==> config.mk <==
export PLATFORM = sky130hd
export DESIGN_NAME = tog_tx_ctrl
export DESIGN_NICKNAME = d
export VERILOG_FILES = /design/src/core/tog_pkg.sv /design/src/core/tog_pause_frame.sv /design/src/core/tog_tx_ctrl.sv
export VERILOG_INCLUDE_DIRS = /design/src /design/src/core
export SDC_FILE = /design/constraint.sdc
export NUM_CORES = 1
export LEC_CHECK = 0
export ABC_AREA = 1
export BUFFER_PORTS_ARGS = -buffer_cell sky130_fd_sc_hd__clkbuf_2
export CAP_MARGIN = 20
export CORE_MARGIN = 2
export CORE_UTILIZATION = 55
export DETAILED_ROUTE_END_ITERATION = 8
export GPL_TIMING_DRIVEN = 0
export PLACE_DENSITY = 0.91
export SYNTH_ARGS = -nofsm -noshare
export SYNTH_HDL_FRONTEND = slang
export SYNTH_SLANG_ARGS = --single-unit
==> constraint.sdc <==
create_clock -name clk_i -period 4.4 [get_ports clk_i]
set_clock_uncertainty 0.15 [all_clocks]
set_input_delay 0.44 -clock clk_i [delete_from_list [all_inputs] [get_ports clk_i]]
set_output_delay 0.44 -clock clk_i [all_outputs]
set_load 0.02 [all_outputs]
==> src/core/tog_map.svh <==
// Purpose: Register indices, field positions, reset values and frame constants.
// Assumes: Word indices; byte address on the bus is four times the index.
// Notes: Definitions only.
`ifndef TOG_MAP_SVH
`define TOG_MAP_SVH

`define TOG_IDX_W 14
`define TOG_IDX_ONE_WAY 14'h1120
`define TOG_IDX_REQ 14'h1140
`define TOG_IDX_LEN 14'h1141
`define TOG_IDX_GEN_ON 14'h1142

`define TOG_RST_ONE_WAY 2'h0
`define TOG_RST_REQ 2'h0
`define TOG_RST_LEN 16'h0000
`define TOG_RST_GEN_ON 1'h1

`define TOG_BIT_ONE_WAY_EN 0
`define TOG_BIT_NO_RF 1
`define TOG_BIT_XON 0
`define TOG_BIT_XOFF 1
`define TOG_BIT_GEN_ON 0

`define TOG_REQ_XON 2'h1
`define TOG_REQ_XOFF 2'h2
`define TOG_REQ_BOTH 2'h3

`define TOG_FRAME_BYTES 6'h3c
`define TOG_FRAME_LAST 6'h3b
`define TOG_CTRL_DA 48'h0180c2000001
`define TOG_CTRL_TYPE 16'h8808
`define TOG_PAUSE_OPCODE 16'h0001
`define TOG_SRC_ADDR 48'h02aabbccdd01

`endif

==> src/core/tog_pkg.sv <==
// Purpose: Types shared by the transmit control logic.
// Assumes: Constants live in tog_map.svh.
// Notes: Types only.
package tog_pkg;
	typedef enum logic [1:0] {
		ST_IDLE,
		ST_CLIENT,
		ST_PAUSE
	} tog_state_t;
	typedef logic [7:0] tog_byte_t;
endpackage : tog_pkg

==> src/core/tog_pause_frame.sv <==
// Purpose: Byte sequencer for one pause control frame of 60 bytes.
// Assumes: The caller registers the bytes; adv_i moves to the next byte.
// Notes: No frame check sequence is added here; it is inserted downstream.
`timescale 1ns/1ps
`default_nettype none
`include "tog_map.svh"

module tog_pause_frame #(
	parameter logic [47:0] SRC_ADDR = `TOG_SRC_ADDR
) (
	input wire logic clk_i,
	input wire logic rst_i,
	input wire logic start_i,
	input wire logic [15:0] quanta_i,
	input wire logic adv_i,
	output tog_pkg::tog_byte_t byte_o,
	output logic first_o,
	output logic last_o,
	output logic busy_o
);
	logic [5:0] idx_reg;
	logic [5:0] idx_next;
	logic busy_reg;
	logic busy_next;
	logic [15:0] quanta_reg;
	logic [47:0] da;
	logic [15:0] ctype;
	logic [15:0] opcode;

	assign da = `TOG_CTRL_DA;
	assign ctype = `TOG_CTRL_TYPE;
	assign opcode = `TOG_PAUSE_OPCODE;
	assign busy_o = busy_reg;
	assign first_o = busy_reg && (idx_reg == 6'h00);
	assign last_o = busy_reg && (idx_reg == `TOG_FRAME_LAST);
	assign idx_next = last_o ? 6'h00 : idx_reg + 6'h01;
	assign busy_next = start_i ? 1'b1 : (adv_i && last_o ? 1'b0 : busy_reg);

	////////////////////////////////////////////////////////////////////////////
	// control frame layout
	always_comb begin
		byte_o = 8'h00;
		case (idx_reg)
			6'h00: byte_o = da[47:40];
			6'h01: byte_o = da[39:32];
			6'h02: byte_o = da[31:24];
			6'h03: byte_o = da[23:16];
			6'h04: byte_o = da[15:8];
			6'h05: byte_o = da[7:0];
			6'h06: byte_o = SRC_ADDR[47:40];
			6'h07: byte_o = SRC_ADDR[39:32];
			6'h08: byte_o = SRC_ADDR[31:24];
			6'h09: byte_o = SRC_ADDR[23:16];
			6'h0a: byte_o = SRC_ADDR[15:8];
			6'h0b: byte_o = SRC_ADDR[7:0];
			6'h0c: byte_o = ctype[15:8];
			6'h0d: byte_o = ctype[7:0];
			6'h0e: byte_o = opcode[15:8];
			6'h0f: byte_o = opcode[7:0];
			6'h10: byte_o = quanta_reg[15:8];
			6'h11: byte_o = quanta_reg[7:0];
			default: byte_o = 8'h00;
		endcase
	end

	////////////////////////////////////////////////////////////////////////////
	always_ff @(posedge clk_i) begin
		if (rst_i) begin
			idx_reg <= 6'h00;
			busy_reg <= 1'b0;
			quanta_reg <= 16'h0000;
		end else begin
			busy_reg <= busy_next;
			if (start_i) begin
				idx_reg <= 6'h00;
				quanta_reg <= quanta_i;
			end else if (adv_i && busy_reg) begin
				idx_reg <= idx_next;
			end
		end
	end
endmodule : tog_pause_frame
`default_nettype wire

==> src/core/tog_tx_ctrl.sv <==
// Purpose: Transmit control: one-way mode, fault signalling and pause frame insertion.
// Assumes: Classic Wishbone slave, 32-bit data; byte address is four times the word index.
// Notes: Byte-wide client stream; the output stage is a single register slice.
//
// Implementation choice: register access over Wishbone.
`timescale 1ns/1ps
`default_nettype none
`include "tog_map.svh"

module tog_tx_ctrl (
	input wire logic clk_i,
	input wire logic rst_i,
	input wire logic wb_cyc_i,
	input wire logic wb_stb_i,
	input wire logic wb_we_i,
	input wire logic [15:0] wb_adr_i,
	input wire logic [3:0] wb_sel_i,
	input wire logic [31:0] wb_dat_i,
	output logic [31:0] wb_dat_o,
	output logic wb_ack_o,
	input wire logic [7:0] cl_data_i,
	input wire logic cl_valid_i,
	input wire logic cl_sop_i,
	input wire logic cl_eop_i,
	output logic cl_ready_o,
	output logic [7:0] tx_data_o,
	output logic tx_valid_o,
	output logic tx_sop_o,
	output logic tx_eop_o,
	input wire logic tx_ready_i,
	input wire logic local_fault_i,
	output logic remote_fault_o
);
	////////////////////////////////////////////////////////////////////////////
	// Register bus.
	logic ack_reg;
	logic [31:0] rdat_reg;
	logic [31:0] rdat_next;
	logic [`TOG_IDX_W-1:0] idx;
	logic req_cycle;
	logic wr_en;
	logic hit_one_way;
	logic hit_req;
	logic hit_len;
	logic hit_gen_on;
	logic [1:0] one_way_reg;
	logic [1:0] req_reg;
	logic [1:0] req_next;
	logic [15:0] len_reg;
	logic gen_on_reg;

	assign idx = wb_adr_i[15:2];
	assign req_cycle = wb_cyc_i && wb_stb_i;
	// A write lands on the edge where the master samples ack high.
	assign wr_en = req_cycle && wb_we_i && ack_reg;
	assign hit_one_way = (idx == `TOG_IDX_ONE_WAY);
	assign hit_req = (idx == `TOG_IDX_REQ);
	assign hit_len = (idx == `TOG_IDX_LEN);
	assign hit_gen_on = (idx == `TOG_IDX_GEN_ON);
	assign wb_ack_o = ack_reg;
	assign wb_dat_o = rdat_reg;

	// Unmapped and reserved bits read as zero; the request reads its pending bits.
	assign rdat_next = hit_one_way ? {30'h0, one_way_reg} :
		hit_req ? {30'h0, req_reg} :
		hit_len ? {16'h0000, len_reg} :
		hit_gen_on ? {31'h0, gen_on_reg} : 32'h00000000;

	always_ff @(posedge clk_i) begin
		if (rst_i) begin
			ack_reg <= 1'b0;
			rdat_reg <= 32'h00000000;
		end else begin
			ack_reg <= req_cycle && !ack_reg;
			if (req_cycle && !ack_reg) begin
				rdat_reg <= rdat_next;
			end
		end
	end

	////////////////////////////////////////////////////////////////////////////
	// Configuration registers.
	always_ff @(posedge clk_i) begin
		if (rst_i) begin
			one_way_reg <= `TOG_RST_ONE_WAY;
			len_reg <= `TOG_RST_LEN;
			gen_on_reg <= `TOG_RST_GEN_ON;
		end else if (wr_en) begin
			if (hit_one_way && wb_sel_i[0]) begin
				one_way_reg <= wb_dat_i[1:0];
			end
			if (hit_len && wb_sel_i[0]) begin
				len_reg[7:0] <= wb_dat_i[7:0];
			end
			if (hit_len && wb_sel_i[1]) begin
				len_reg[15:8] <= wb_dat_i[15:8];
			end
			if (hit_gen_on && wb_sel_i[0]) begin
				gen_on_reg <= wb_dat_i[`TOG_BIT_GEN_ON];
			end
		end
	end

	////////////////////////////////////////////////////////////////////////////
	// Fault handling.
	logic one_way_on;
	logic rf_allowed;
	logic rf_hold;
	tog_pkg::tog_state_t state_reg;
	tog_pkg::tog_state_t state_next;

	assign one_way_on = one_way_reg[`TOG_BIT_ONE_WAY_EN];
	assign rf_allowed = !one_way_on || !one_way_reg[`TOG_BIT_NO_RF];
	// Outside one-way mode a local fault stops frame starts entirely.
	assign rf_hold = local_fault_i && !one_way_on;

	always_ff @(posedge clk_i) begin
		if (rst_i) begin
			remote_fault_o <= 1'b0;
		end else begin
			remote_fault_o <= local_fault_i && rf_allowed && (state_reg == tog_pkg::ST_IDLE);
		end
	end

	////////////////////////////////////////////////////////////////////////////
	// Pause request handling.
	logic req_pending;
	logic req_both;
	logic req_drop;
	logic pause_start;
	logic [15:0] pause_quanta;
	logic adv;
	tog_pkg::tog_byte_t pf_byte;
	logic pf_first;
	logic pf_last;
	logic pf_busy;

	assign req_pending = (req_reg == `TOG_REQ_XON) || (req_reg == `TOG_REQ_XOFF);
	assign req_both = (req_reg == `TOG_REQ_BOTH);
	assign req_drop = req_both || ((req_reg != 2'h0) && !gen_on_reg);
	// start only at a frame boundary
	assign pause_start = req_pending && gen_on_reg && !rf_hold && (state_reg == tog_pkg::ST_IDLE);
	assign pause_quanta = (req_reg == `TOG_REQ_XOFF) ? len_reg : 16'h0000;

	// A write in the same cycle as the self-clear wins, so no request is lost.
	always_comb begin
		req_next = req_reg;
		if (pause_start || req_drop) begin
			req_next = 2'h0;
		end
		if (wr_en && hit_req && wb_sel_i[0]) begin
			req_next = wb_dat_i[1:0];
		end
	end

	always_ff @(posedge clk_i) begin
		if (rst_i) begin
			req_reg <= `TOG_RST_REQ;
		end else begin
			req_reg <= req_next;
		end
	end

	////////////////////////////////////////////////////////////////////////////
	// Output selection.
	logic load_client;
	logic load_pause;

	assign adv = !tx_valid_o || tx_ready_i;
	assign cl_ready_o = adv && (state_reg == tog_pkg::ST_CLIENT);
	assign load_client = cl_ready_o && cl_valid_i;
	assign load_pause = adv && pf_busy && (state_reg == tog_pkg::ST_PAUSE);

	tog_pause_frame u_frame (
		.clk_i(clk_i),
		.rst_i(rst_i),
		.start_i(pause_start),
		.quanta_i(pause_quanta),
		.adv_i(load_pause),
		.byte_o(pf_byte),
		.first_o(pf_first),
		.last_o(pf_last),
		.busy_o(pf_busy)
	);

	always_comb begin
		state_next = state_reg;
		case (state_reg)
			tog_pkg::ST_IDLE: begin
				if (pause_start) begin
					state_next = tog_pkg::ST_PAUSE;
				end else if (cl_valid_i && cl_sop_i && !rf_hold) begin
					state_next = tog_pkg::ST_CLIENT;
				end
			end
			tog_pkg::ST_CLIENT: begin
				// client frame runs to its end
				if (load_client && cl_eop_i) begin
					state_next = tog_pkg::ST_IDLE;
				end
			end
			tog_pkg::ST_PAUSE: begin
				if (load_pause && pf_last) begin
					state_next = tog_pkg::ST_IDLE;
				end
			end
			default: begin
				state_next = tog_pkg::ST_IDLE;
			end
		endcase
	end

	always_ff @(posedge clk_i) begin
		if (rst_i) begin
			state_reg <= tog_pkg::ST_IDLE;
		end else begin
			state_reg <= state_next;
		end
	end

	always_ff @(posedge clk_i) begin
		if (rst_i) begin
			tx_data_o <= 8'h00;
			tx_valid_o <= 1'b0;
			tx_sop_o <= 1'b0;
			tx_eop_o <= 1'b0;
		end else if (load_client) begin
			tx_data_o <= cl_data_i;
			tx_valid_o <= 1'b1;
			tx_sop_o <= cl_sop_i;
			tx_eop_o <= cl_eop_i;
		end else if (load_pause) begin
			tx_data_o <= pf_byte;
			tx_valid_o <= 1'b1;
			tx_sop_o <= pf_first;
			tx_eop_o <= pf_last;
		end else if (adv) begin
			tx_valid_o <= 1'b0;
			tx_sop_o <= 1'b0;
			tx_eop_o <= 1'b0;
		end
	end
endmodule : tog_tx_ctrl
`default_nettype wire

# Word-level counts from Yosys, hierarchy flattened
# Index checks and enable logic that the tools add are counted.
[word_totals]
mem_bits_ro = 0
elab_cells = 122
regBits = 91
mem_bits_rw = 0
latchBits = 0
out_inout_bits = 46
in_bits = 70
n_memories = 0
[classes]
mul = 0
n_bitwise = 0
n_shift = 0
add_sub_neg = 1
reduce_logical = 53
order_cmp = 0
div = 0
eq_ne = 27
muxes = 25
[ops]
columns = ["cell", "n"]
rows = [
  ["case mux 8 bit (12 select lines)", 1],
  ["2-to-1 mux 16 bit", 4],
  ["== test 14 x 13 -> 1 bit, second input constant", 4],
  ["== test 6 x 4 -> 1 bit, second input constant", 7],
  ["logical AND 1 bit", 28],
  ["== test 6 x 3 -> 1 bit, second input constant", 3],
  ["2-to-1 mux 8 bit", 2],
  ["== test 6 x 5 -> 1 bit, second input constant", 2],
  ["2-to-1 mux 2 bit", 6],
  ["2-to-1 mux 1 bit", 10],
  ["AND reduction 2 bit", 4],
  ["nonzero test 2 bit", 4],
  ["adder 6 x 1 -> 6 bit, second input constant", 1],
  ["== test 2 bit, second input constant", 3],
  ["== test 6 x 1 -> 1 bit, second input constant", 1],
  ["== test 6 x 2 -> 1 bit, second input constant", 1],
  ["== test 6 bit, second input constant", 1],
  ["zero test 1 bit", 6],
  ["zero test 6 bit", 1],
  ["2-to-1 mux 6 bit", 1],
  ["case mux 2 bit (3 select lines)", 1],
  ["logical OR 1 bit", 5],
  ["== test 2 x 1 -> 1 bit, second input constant", 2],
  ["!= test 2 x 1 -> 1 bit, second input constant", 2],
  ["6 further kinds", 6],
]

# Longest topological paths before layout
# Gate-level depths: netlist of the first run.
[depth]
ltp_word = 8
ltp_mapped = 10
mapped_depth_nobuf = 10

# By module
# A second synthesis of the first run with hierarchy kept.
[hier_totals]
cells_unflattened = 549
hier_area_um2 = 3937.5
[modules_own_cells]
columns = ["mod", "cells_per_inst", "area_each_um2", "seq_area_each_um2", "instances"]
rows = [
  ["tog_tx_ctrl", 357, 2605.0, 1041.0, 1],
  ["tog_pause_frame", 192, 1332.5, 460.4, 1],
]

# Worst setup path before layout of the first run
# No wires, ideal clock.
[synth_timing]
kind = "reg2reg"
start = "reg req_reg[0]"
end = "reg u_frame.quanta_reg[10]"
required_time_ns = 4.127
n_path_buf = 1
synth_period_minus_slack_ns = 1.641
setup_slack_ns = 2.759
path_stages_with_launch = 11
setup_ns = 0.123
arrival_time_ns = 1.368
cell_sequence = "dfxtp_1 > inv_1 > ha_1 > nand2_1 > inv_1 > nand3_1 > nand2_1 > inv_1 > buf_2 > nand2_1 > o21ai_0"
[synth_via]
elab_chain_cells = 5
word_cells_on_any_way = 7
classes_between = "eq/ne (2); mux (1); reduce/logical (4)"
[synth_rtl]
columns = ["element", "line_no", "rtl"]
rows = [
  ["start, declared", "tog_tx_ctrl.sv:47", "logic [1:0] req_reg;"],
  ["start signal, assigned", "tog_tx_ctrl.sv:158", "req_reg <= `TOG_RST_REQ;"],
  ["start signal, assigned", "tog_tx_ctrl.sv:160", "req_reg <= req_next;"],
  ["== test 2 x 1 -> 1 bit (no line) or == test 2 bit (tied branches)", "n/a", ""],
  ["logical OR 1 bit", "tog_tx_ctrl.sv:138", "assign req_pending = (req_reg == `TOG_REQ_XON) || (req_reg == `TOG_REQ_XOFF);"],
  ["logical AND 1 bit (3 in a row)", "tog_tx_ctrl.sv:142", "assign pause_start = req_pending && gen_on_reg && !rf_hold && (state_reg == tog_pkg::ST_IDLE);"],
  ["end signal, assigned", "tog_pause_frame.sv:76", "quanta_reg <= quanta_i;"],
  ["end, declared", "tog_pause_frame.sv:25", "logic [15:0] quanta_reg;"],
]
# Several ways; a longest one is shown, not always the timed one.
# A chain may end at the register's enable or synchronous reset.

# Worst setup path in the final report of the first run
[layout_timing]
start = "reg req_reg[1]"
end = "reg u_frame.quanta_reg[8]"
# Same word-level chain as after synthesis.

==> results of run 1 <==
==> synth_stat cells (all sizes together) <==
cell    count
a211oi      1
a21oi      52
a22oi       1
a31oi       3
a41oi       1
and2        1
and3        1
buf        29
clkbuf      8
conb        1
dfxtp      75
ha          7
inv        64
nand2     111
nand3      55
nand3b      1
nand4      10
nor2       34
nor3       10
nor3b       1
nor4        1
o21ai      37
o22ai       8
o31ai       1
==> final cells by class <==
| cell class | count | area [um^2] |
|---|---|---|
| Buffer | 37 | 229 |
| Clock buffer | 11 | 141 |
| Clock inverter | 5 | 85.1 |
| Fill cell | 522 | 1970 |
| Inverter | 64 | 240 |
| Multi-Input combinational cell | 352 | 1770 |
| Sequential cell | 75 | 1500 |
| Tap cell | 77 | 96.3 |
| Timing Repair Buffer | 79 | 395 |
==> stage by stage <==
step,cells,hold slack (ns),util
after floorplan,528,0.254,-
after global placement,684,0.260,0.658
after detailed placement,684,0.277,0.658
after CTS,700,0.143,0.694
after global routing,700,0.166,0.694
final,700,0.148,0.694
==> routing by layer <==
layer  vias up  wire [um]  part of all wire  global-route usage
met3        17        660             0.074              0.0481
met1      1623       4110              0.46               0.339
met4         0        182             0.020               0.101
met2       164       3950              0.44               0.425
li1       1858          -                 -                   -
met5         -          0                 0                   0
==> worst reg2reg max path, cell delays in order (launching register included) <==
cell     delay (ns)
dfxtp_1        0.42
inv_1          0.09
ha_1           0.29
nand2_1        0.05
inv_1          0.07
nand3_1        0.12
nand2_1        0.30
inv_1          0.10
buf_2          0.20
nand2_1        0.08
o21ai_0        0.07
==> report_power, final <==
group	leakage (nW)	switching [mW]	total [mW]	internal (mW)
Clock	0.110	0.262	0.600	0.338
Combinational	1.28	0.0652	0.106	0.0411
Sequential	0.605	0.00240	0.685	0.682
==> worst paths after layout <==
check	start	endpoint	slack [ns]	cells after the start
setup reg to reg	req_reg[1]	u_frame.quanta_reg[8]	2.36	10
setup / recovery	req_reg[1]	u_frame.quanta_reg[8]	2.36	10
hold / removal	wb_dat_i[13]	len_reg[13]	0.15	3
hold reg to reg	one_way_reg[0]	remote_fault_o	0.29	1
==> cell families (layout without fill, tap and decap cells) <==
group,Yosys count,count (layout),synth area share
and+or+nand+nor,225,225,0.292
DFF,75,75,0.408
adders and majority gates,7,7,0.0238
buffers and inverters,101,196,0.127
other,1,16,0.00102
AOI/OAI and AO/OA,104,104,0.148
==> metrics.md, run 1 <==
| Metric | Value |
|---|---|
| Routability Congestion | 0.917 |
| Vias post-DR | 3662 |
| Fraction of layout cells with a size suffix above 1 | 0.234 |
| Chip Width | 85.8 um |
| Tightest Pin Transition | 0.639 ns |
| WP data required | 4.48 ns |
| Ant. Diodes | 0 |
| Sequential fraction of the synthesis area | 0.408 |
| CP delay by family, top | simple AND/OR/NAND/NOR gates |
| Root Buffer | clkbuf_8 |
| Wire per inst | 12.7 um |
| Synth Instances | 513 |
| Arr. time, crit path | 2.12 ns |
| Clock sinks | 75 |
| Global route overflow | 0 |
| FMAX | 490 MHz |
| # setup viols final | 0 |
| DRT iter0 DRCs | 250 |
| CP startpoint kind | flop |
| Die span in y | 85.8 um |
| Final worst slack | 2.36 ns |
| Clock latency on the worst-skew pair | 0.35 ns |
| CP endpoint kind | flop |
| Vias in the first global route | 3398 |
| Unrepaired setup endpoints after global routing | false |
| Final setup TNS | 0 ns |
| Slowest CP cell | dfxtp_1 |
| Max incr delay on CP | 0.42 ns |
| Gr usage total | 0.259 |
| Die area | 7360 um^2 |
| Port bufs | 79 |
| Max transition margin | 0.574 |
| Tmin final | 2.04 ns |
| Worst path buffer plus inverter count | 4 |
| Synthesis Warnings | 0 |
| Period Utilization, post-route | 0.463 |
| Seq cells post-synth | 75 |
| Hold-fix buffers, CTS | 0 |
| H-Tree Depth | 3 |
| Synth top area cells | dfxtp_1 41%, nand2_1 11%, nand3_1 7.2% |
| DR vias/cell | 5.23 |
| Kind of critical path | reg2reg |
| Initial antenna violation count | 0 |
| Num rows | 29 |
| Clock Tree Buf Depth | 2 |
| Outcome | finished, violations left |
| Mapped Area | 3680 um^2 |
| TritonRoute pass-1 iters | 9 |
| Io pins | 116 |
| CTS Buf Count | 9 |
| Post-CTS setup buffer count | 0 |
| Global-route wire length before repair | 15500 um |
| Failing checks | design-rule violations |
| Area grow syn2layout | 21.0% |
| Count of different cell masters after synthesis | 36 |
| Mean Syn Cell Area | 7.18 um^2 |
| Largest net degree at the start of global routing | 14 |
| Fin nets | 695 |
| Fin. max-slew vios | 0 |
| Pre-CTS WS | 2.39 ns |
| Fin. Hold Viols | 0 |
| Largest area contributor in the netlist | dfxtp_1 |
| Antenna-violating nets left | 0 |
| CTS tree | yes |
| CP Cell Sequence | inv_1 -> ha_1 -> nand2_1 -> inv_1 -> nand3_1 -> nand2_1 -> inv_1 -> buf_2 -> nand2_1 -> o21ai_0 |
| DP Area | 4230 um^2 |
| Max FO, Critical Path | 10 |
| CORE AREA | 6420 um^2 |
| Power per Cell Area | 312 nW/um^2 |
| WL final | 8900 um |
| Synth top area share | 0.408 |
| Most frequent cells in the layout | 109 x nand2_1, 79 x clkbuf_2, 75 x dfxtp_1 |
| Max Cap Viol | 0 |
| Pwr Total | 1.39 mW |
| Post-CTS sizing | 0 |
| Fin area | 4460 um^2 |
| Clk pin slew, worst setup/hold paths | 0.08 ns |
| Min-Delay Path Class | in2reg |
| DRC violations left | 9 |
| Initial Utilization | 0.573 |
| Maximum vdd drop | 227 uV |
| Commonest non-fill, non-tap cell in the layout | nand2_1 |
| Leak pwr | 2.00 nW |
| Hpwl dp | 6990 um |
No activity file was read; power rests on OpenSTA's default activity.
==> run 2, diff against run 1 <==
--- a/config.mk
+++ b/config.mk
@@ -6,14 +6,14 @@
 export SDC_FILE = /design/constraint.sdc
 export NUM_CORES = 1
 export LEC_CHECK = 0
-export ABC_AREA = 1
+export ABC_AREA = 0
 export BUFFER_PORTS_ARGS = -buffer_cell sky130_fd_sc_hd__clkbuf_2
 export CAP_MARGIN = 20
 export CORE_MARGIN = 2
-export CORE_UTILIZATION = 55
+export CORE_UTILIZATION = 46
 export DETAILED_ROUTE_END_ITERATION = 8
 export GPL_TIMING_DRIVEN = 0
-export PLACE_DENSITY = 0.91
+export PLACE_DENSITY = 0.82
 export SYNTH_ARGS = -nofsm -noshare
 export SYNTH_HDL_FRONTEND = slang
 export SYNTH_SLANG_ARGS = --single-unit
==> constraint.sdc (replaced) <==
create_clock -name clk_i -period 1.8 [get_ports clk_i]
set_clock_uncertainty 0.15 [all_clocks]
set_input_delay 0.18 -clock clk_i [delete_from_list [all_inputs] [get_ports clk_i]]
set_output_delay 0.18 -clock clk_i [all_outputs]
set_load 0.02 [all_outputs]
==> metrics.md, run 2 <==
| Metric | Value |
|---|---|
| H-Tree Depth | 3 (unchanged) |
| Hpwl dp | 7210 um (was 6990 um) |
| Gr usage total | 0.243 (was 0.259) |
| # setup viols final | 0 (unchanged) |
| Min-Delay Path Class | in2reg (unchanged) |
| Synth top area cells | dfxtp_1 42%, a21oi_1 6.3%, nand3_1 6.0% (was dfxtp_1 41%, nand2_1 11%, nand3_1 7.2%) |
| Global-route wire length before repair | 16600 um (was 15500 um) |
| Seq cells post-synth | 75 (unchanged) |
| Post-synthesis compound-gate area fraction | 0.219 (was 0.148) |
| CP Cell Sequence | inv_1 -> ha_4 -> and2_4 -> nand3_4 -> nor3b_4 -> buf_6 -> buf_6 -> a22o_1 (was inv_1 -> ha_1 -> nand2_1 -> inv_1 -> nand3_1 -> nand2_1 -> inv_1 -> buf_2 -> nand2_1 -> o21ai_0) |
| Die span in y | 92.5 um (was 85.8 um) |
| Initial antenna violation count | 0 (unchanged) |
| Inst Count DP | 611 (was 684) |
| Largest area contributor in the netlist | dfxtp_1 (unchanged) |
| Power per Cell Area | 700 nW/um^2 (was 312 nW/um^2) |
| EDFF count, synth | 0 (unchanged) |
| Global route overflow | 0 (unchanged) |
| Post-synthesis async set-or-reset flop share | 0 (unchanged) |
| Tightest Pin Transition | 0.624 ns (was 0.639 ns) |
| Commonest non-fill, non-tap cell in the layout | clkbuf_2 (was nand2_1) |
| Die area | 8560 um^2 (was 7360 um^2) |
| Sequential fraction of the synthesis area | 0.417 (was 0.408) |
| Mux share of post-synthesis cell area | 0.00556 (was 0) |
| Ant. Diodes | 0 (unchanged) |
| Largest family of logic cells by synthesized area | simple AND/OR/NAND/NOR gates (unchanged) |
| Utilization after layout | 0.640 (was 0.694) |
| Tmin final | 1.74 ns (was 2.04 ns) |
| Wire per inst | 15.7 um (was 12.7 um) |
| Io pins | 116 (unchanged) |
| Max FO, Critical Path | 5 (was 10) |
| WP data required | 1.95 ns (was 4.48 ns) |
| Mean Syn Cell Area | 8.62 um^2 (was 7.18 um^2) |
| Fin area | 4900 um^2 (was 4460 um^2) |
| WL final | 10300 um (was 8900 um) |
| Maximum vdd drop | 606 uV (was 227 uV) |
| Vias in the first global route | 3483 (was 3398) |
| Vias post-DR | 3688 (was 3662) |
| DR vias/cell | 5.62 (was 5.23) |
| Clock sinks | 75 (unchanged) |
| Fin. Hold Viols | 0 (unchanged) |
| Fin. max-slew vios | 0 (unchanged) |
| Count of different cell masters after synthesis | 59 (was 36) |
| Most frequent cells in the layout | 83 x clkbuf_2, 69 x dfxtp_1, 45 x a21oi_1 (was 109 x nand2_1, 79 x clkbuf_2, 75 x dfxtp_1) |
| Commonest register cell after synthesis | dfxtp_1 (unchanged) |
| Fin nets | 626 (was 695) |
| Routability Congestion | 0.862 (was 0.917) |
| Leak pwr | 1.93 nW (was 2.00 nW) |
| CORE AREA | 7650 um^2 (was 6420 um^2) |
| Slowest CP cell | dfxtp_2 (was dfxtp_1) |
| CTS tree | yes (unchanged) |
| Mapped Area | 3600 um^2 (was 3680 um^2) |
| Final worst slack | 0.0597 ns (was 2.36 ns) |
| Synth top area share | 0.417 (was 0.408) |
| DP Area | 4200 um^2 (was 4230 um^2) |
| Arr. time, crit path | 1.89 ns (was 2.12 ns) |
| Synth Instances | 418 (was 513) |
| Cell with the most instances after synthesis | dfxtp_1 (was nand2_1) |
| Period Utilization, post-route | 0.967 (was 0.463) |
| FMAX | 575 MHz (was 490 MHz) |
| Final setup TNS | 0 ns (unchanged) |
| Clock Tree Buf Depth | 2 (unchanged) |
| Max transition margin | 0.584 (was 0.574) |
| Max Cap Viol | 0 (unchanged) |
| Largest net degree at the start of global routing | 14 (unchanged) |
| CP endpoint kind | flop (unchanged) |
| DRC violations left | 0 (was 9) |
| CP delay by family, top | simple AND/OR/NAND/NOR gates (unchanged) |
| Adder and majority cell fraction of the synthesized area | 0.0243 (was 0.0238) |
| Clk pin slew, worst setup/hold paths | 0.08 ns (about the same) |
| Fraction of layout cells with a size suffix above 1 | 0.321 (was 0.234) |
| CTS Buf Count | 9 (unchanged) |
| TritonRoute pass-1 iters | 4 (was 9) |
| DRT iter0 DRCs | 233 (was 250) |
| Kind of critical path | reg2reg (unchanged) |
| Pwr Total | 3.43 mW (was 1.39 mW) |
| WHS | 0.0152 ns (was 0.148 ns) |
| Top post-synthesis cells by count | 75 x dfxtp_1, 45 x a21oi_1, 43 x nand3_1, 27 x nand2_1, 19 x clkbuf_1 (was 109 x nand2_1, 75 x dfxtp_1, 59 x inv_1, 53 x nand3_1, 52 x a21oi_1) |
| Area grow syn2layout | 35.9% (was 21.0%) |
| Unrepaired setup endpoints after global routing | true (was false) |
| Finished Layout Cells | 656 (was 700) |
| Port bufs | 76 (was 79) |
| Pre-CTS WS | -0.271 ns (was 2.39 ns) |
| Antenna-violating nets left | 0 (unchanged) |
| Initial Utilization | 0.471 (was 0.573) |
| Most used cell, CP | buf_6 |
| Worst path buffer plus inverter count | 3 (was 4) |
| Num rows | 32 (was 29) |
| Post-synthesis xor/xnor area fraction | 0.00972 (was 0) |
| Root Buffer | clkbuf_8 (unchanged) |
| Synthesis Warnings | 0 (unchanged) |
| Clock latency on the worst-skew pair | 0.35 ns (about the same) |
| Chip Width | 92.5 um (was 85.8 um) |
| Max incr delay on CP | 0.33 ns (was 0.42 ns) |
| Post-Synth Simple-Gate Area | 0.250 (was 0.292) |
| CP startpoint kind | flop (unchanged) |
| Outcome | finished clean (was finished, violations left) |
run 2: cell types whose count changed after synthesis, moves of 10 or more:
cell      previous run  this run
and4_1               0        11
inv_1               59         9
o21ai_0             31        14
a22o_1               0        16
clkbuf_1             8        19
nand2_1            109        27
nand3_1             53        43
run 2: worst paths after layout:
path                startpoint                endpoint  slack [ns]  cells after the start
setup / recovery    req_reg[1]  u_frame.quanta_reg[10]        0.06                      8
hold / removal    wb_adr_i[11]             wb_dat_o[0]        0.02                      4
setup reg to reg    req_reg[1]  u_frame.quanta_reg[10]        0.06                      8
hold reg to reg   wb_dat_o[15]            wb_dat_o[15]        0.30                      2
run 2: power by group:
part | total (mW) | switching, mW | internal, mW | leakage (nW)
registers | 1.67 | 0.00670 | 1.66 | 0.608
logic | 0.287 | 0.161 | 0.126 | 1.21
clock network | 1.47 | 0.654 | 0.818 | 0.108
run 2: repair_timing:
| item | in CTS | in global routing |
|---|---|---|
| setup endpoints to repair | 35 | 44 |
| pin swaps | 2 | 13 |
| hold endpoints to repair | 23 | 0 |
| buffers inserted | 5 | 4 |
| resized for setup | 21 | 43 |
| hold buffers | 19 | 0 |
| gates cloned | 1 | 0 |
run 2: metal layers:
metal  track usage  vias up  wire (um)
met2         0.401      175       4910
met4        0.0771        0        155
li1              -     1782          -
met5             0        -          0
met3        0.0553       18        812
met1         0.315     1713       4390
run 2: layout make-up:
class                   instances  area [um^2]
plain buffers                  43          262
clock buffers                  10          138
clock inverters                 6         88.8
fillers                       637         2750
inverters                       9         33.8
multi-input cells             306         2060
flip-flops and latches         75         1510
well taps                     102          128
repair buffers                105          669
run 2: kinds of logic after synthesis:
group | after synthesis
simple gates | 154
compound gates | 123
flops | 75
buf+inv | 52
fa+ha+maj | 7
xor+xnor | 4
mux | 2
other cells | 1
run 2: tightest hold or removal path, stage by stage:
cell and delay (ns):
clkbuf_2 0.08, nor4b_2 0.06, o2111ai_1 0.09, o21ai_1 0.06
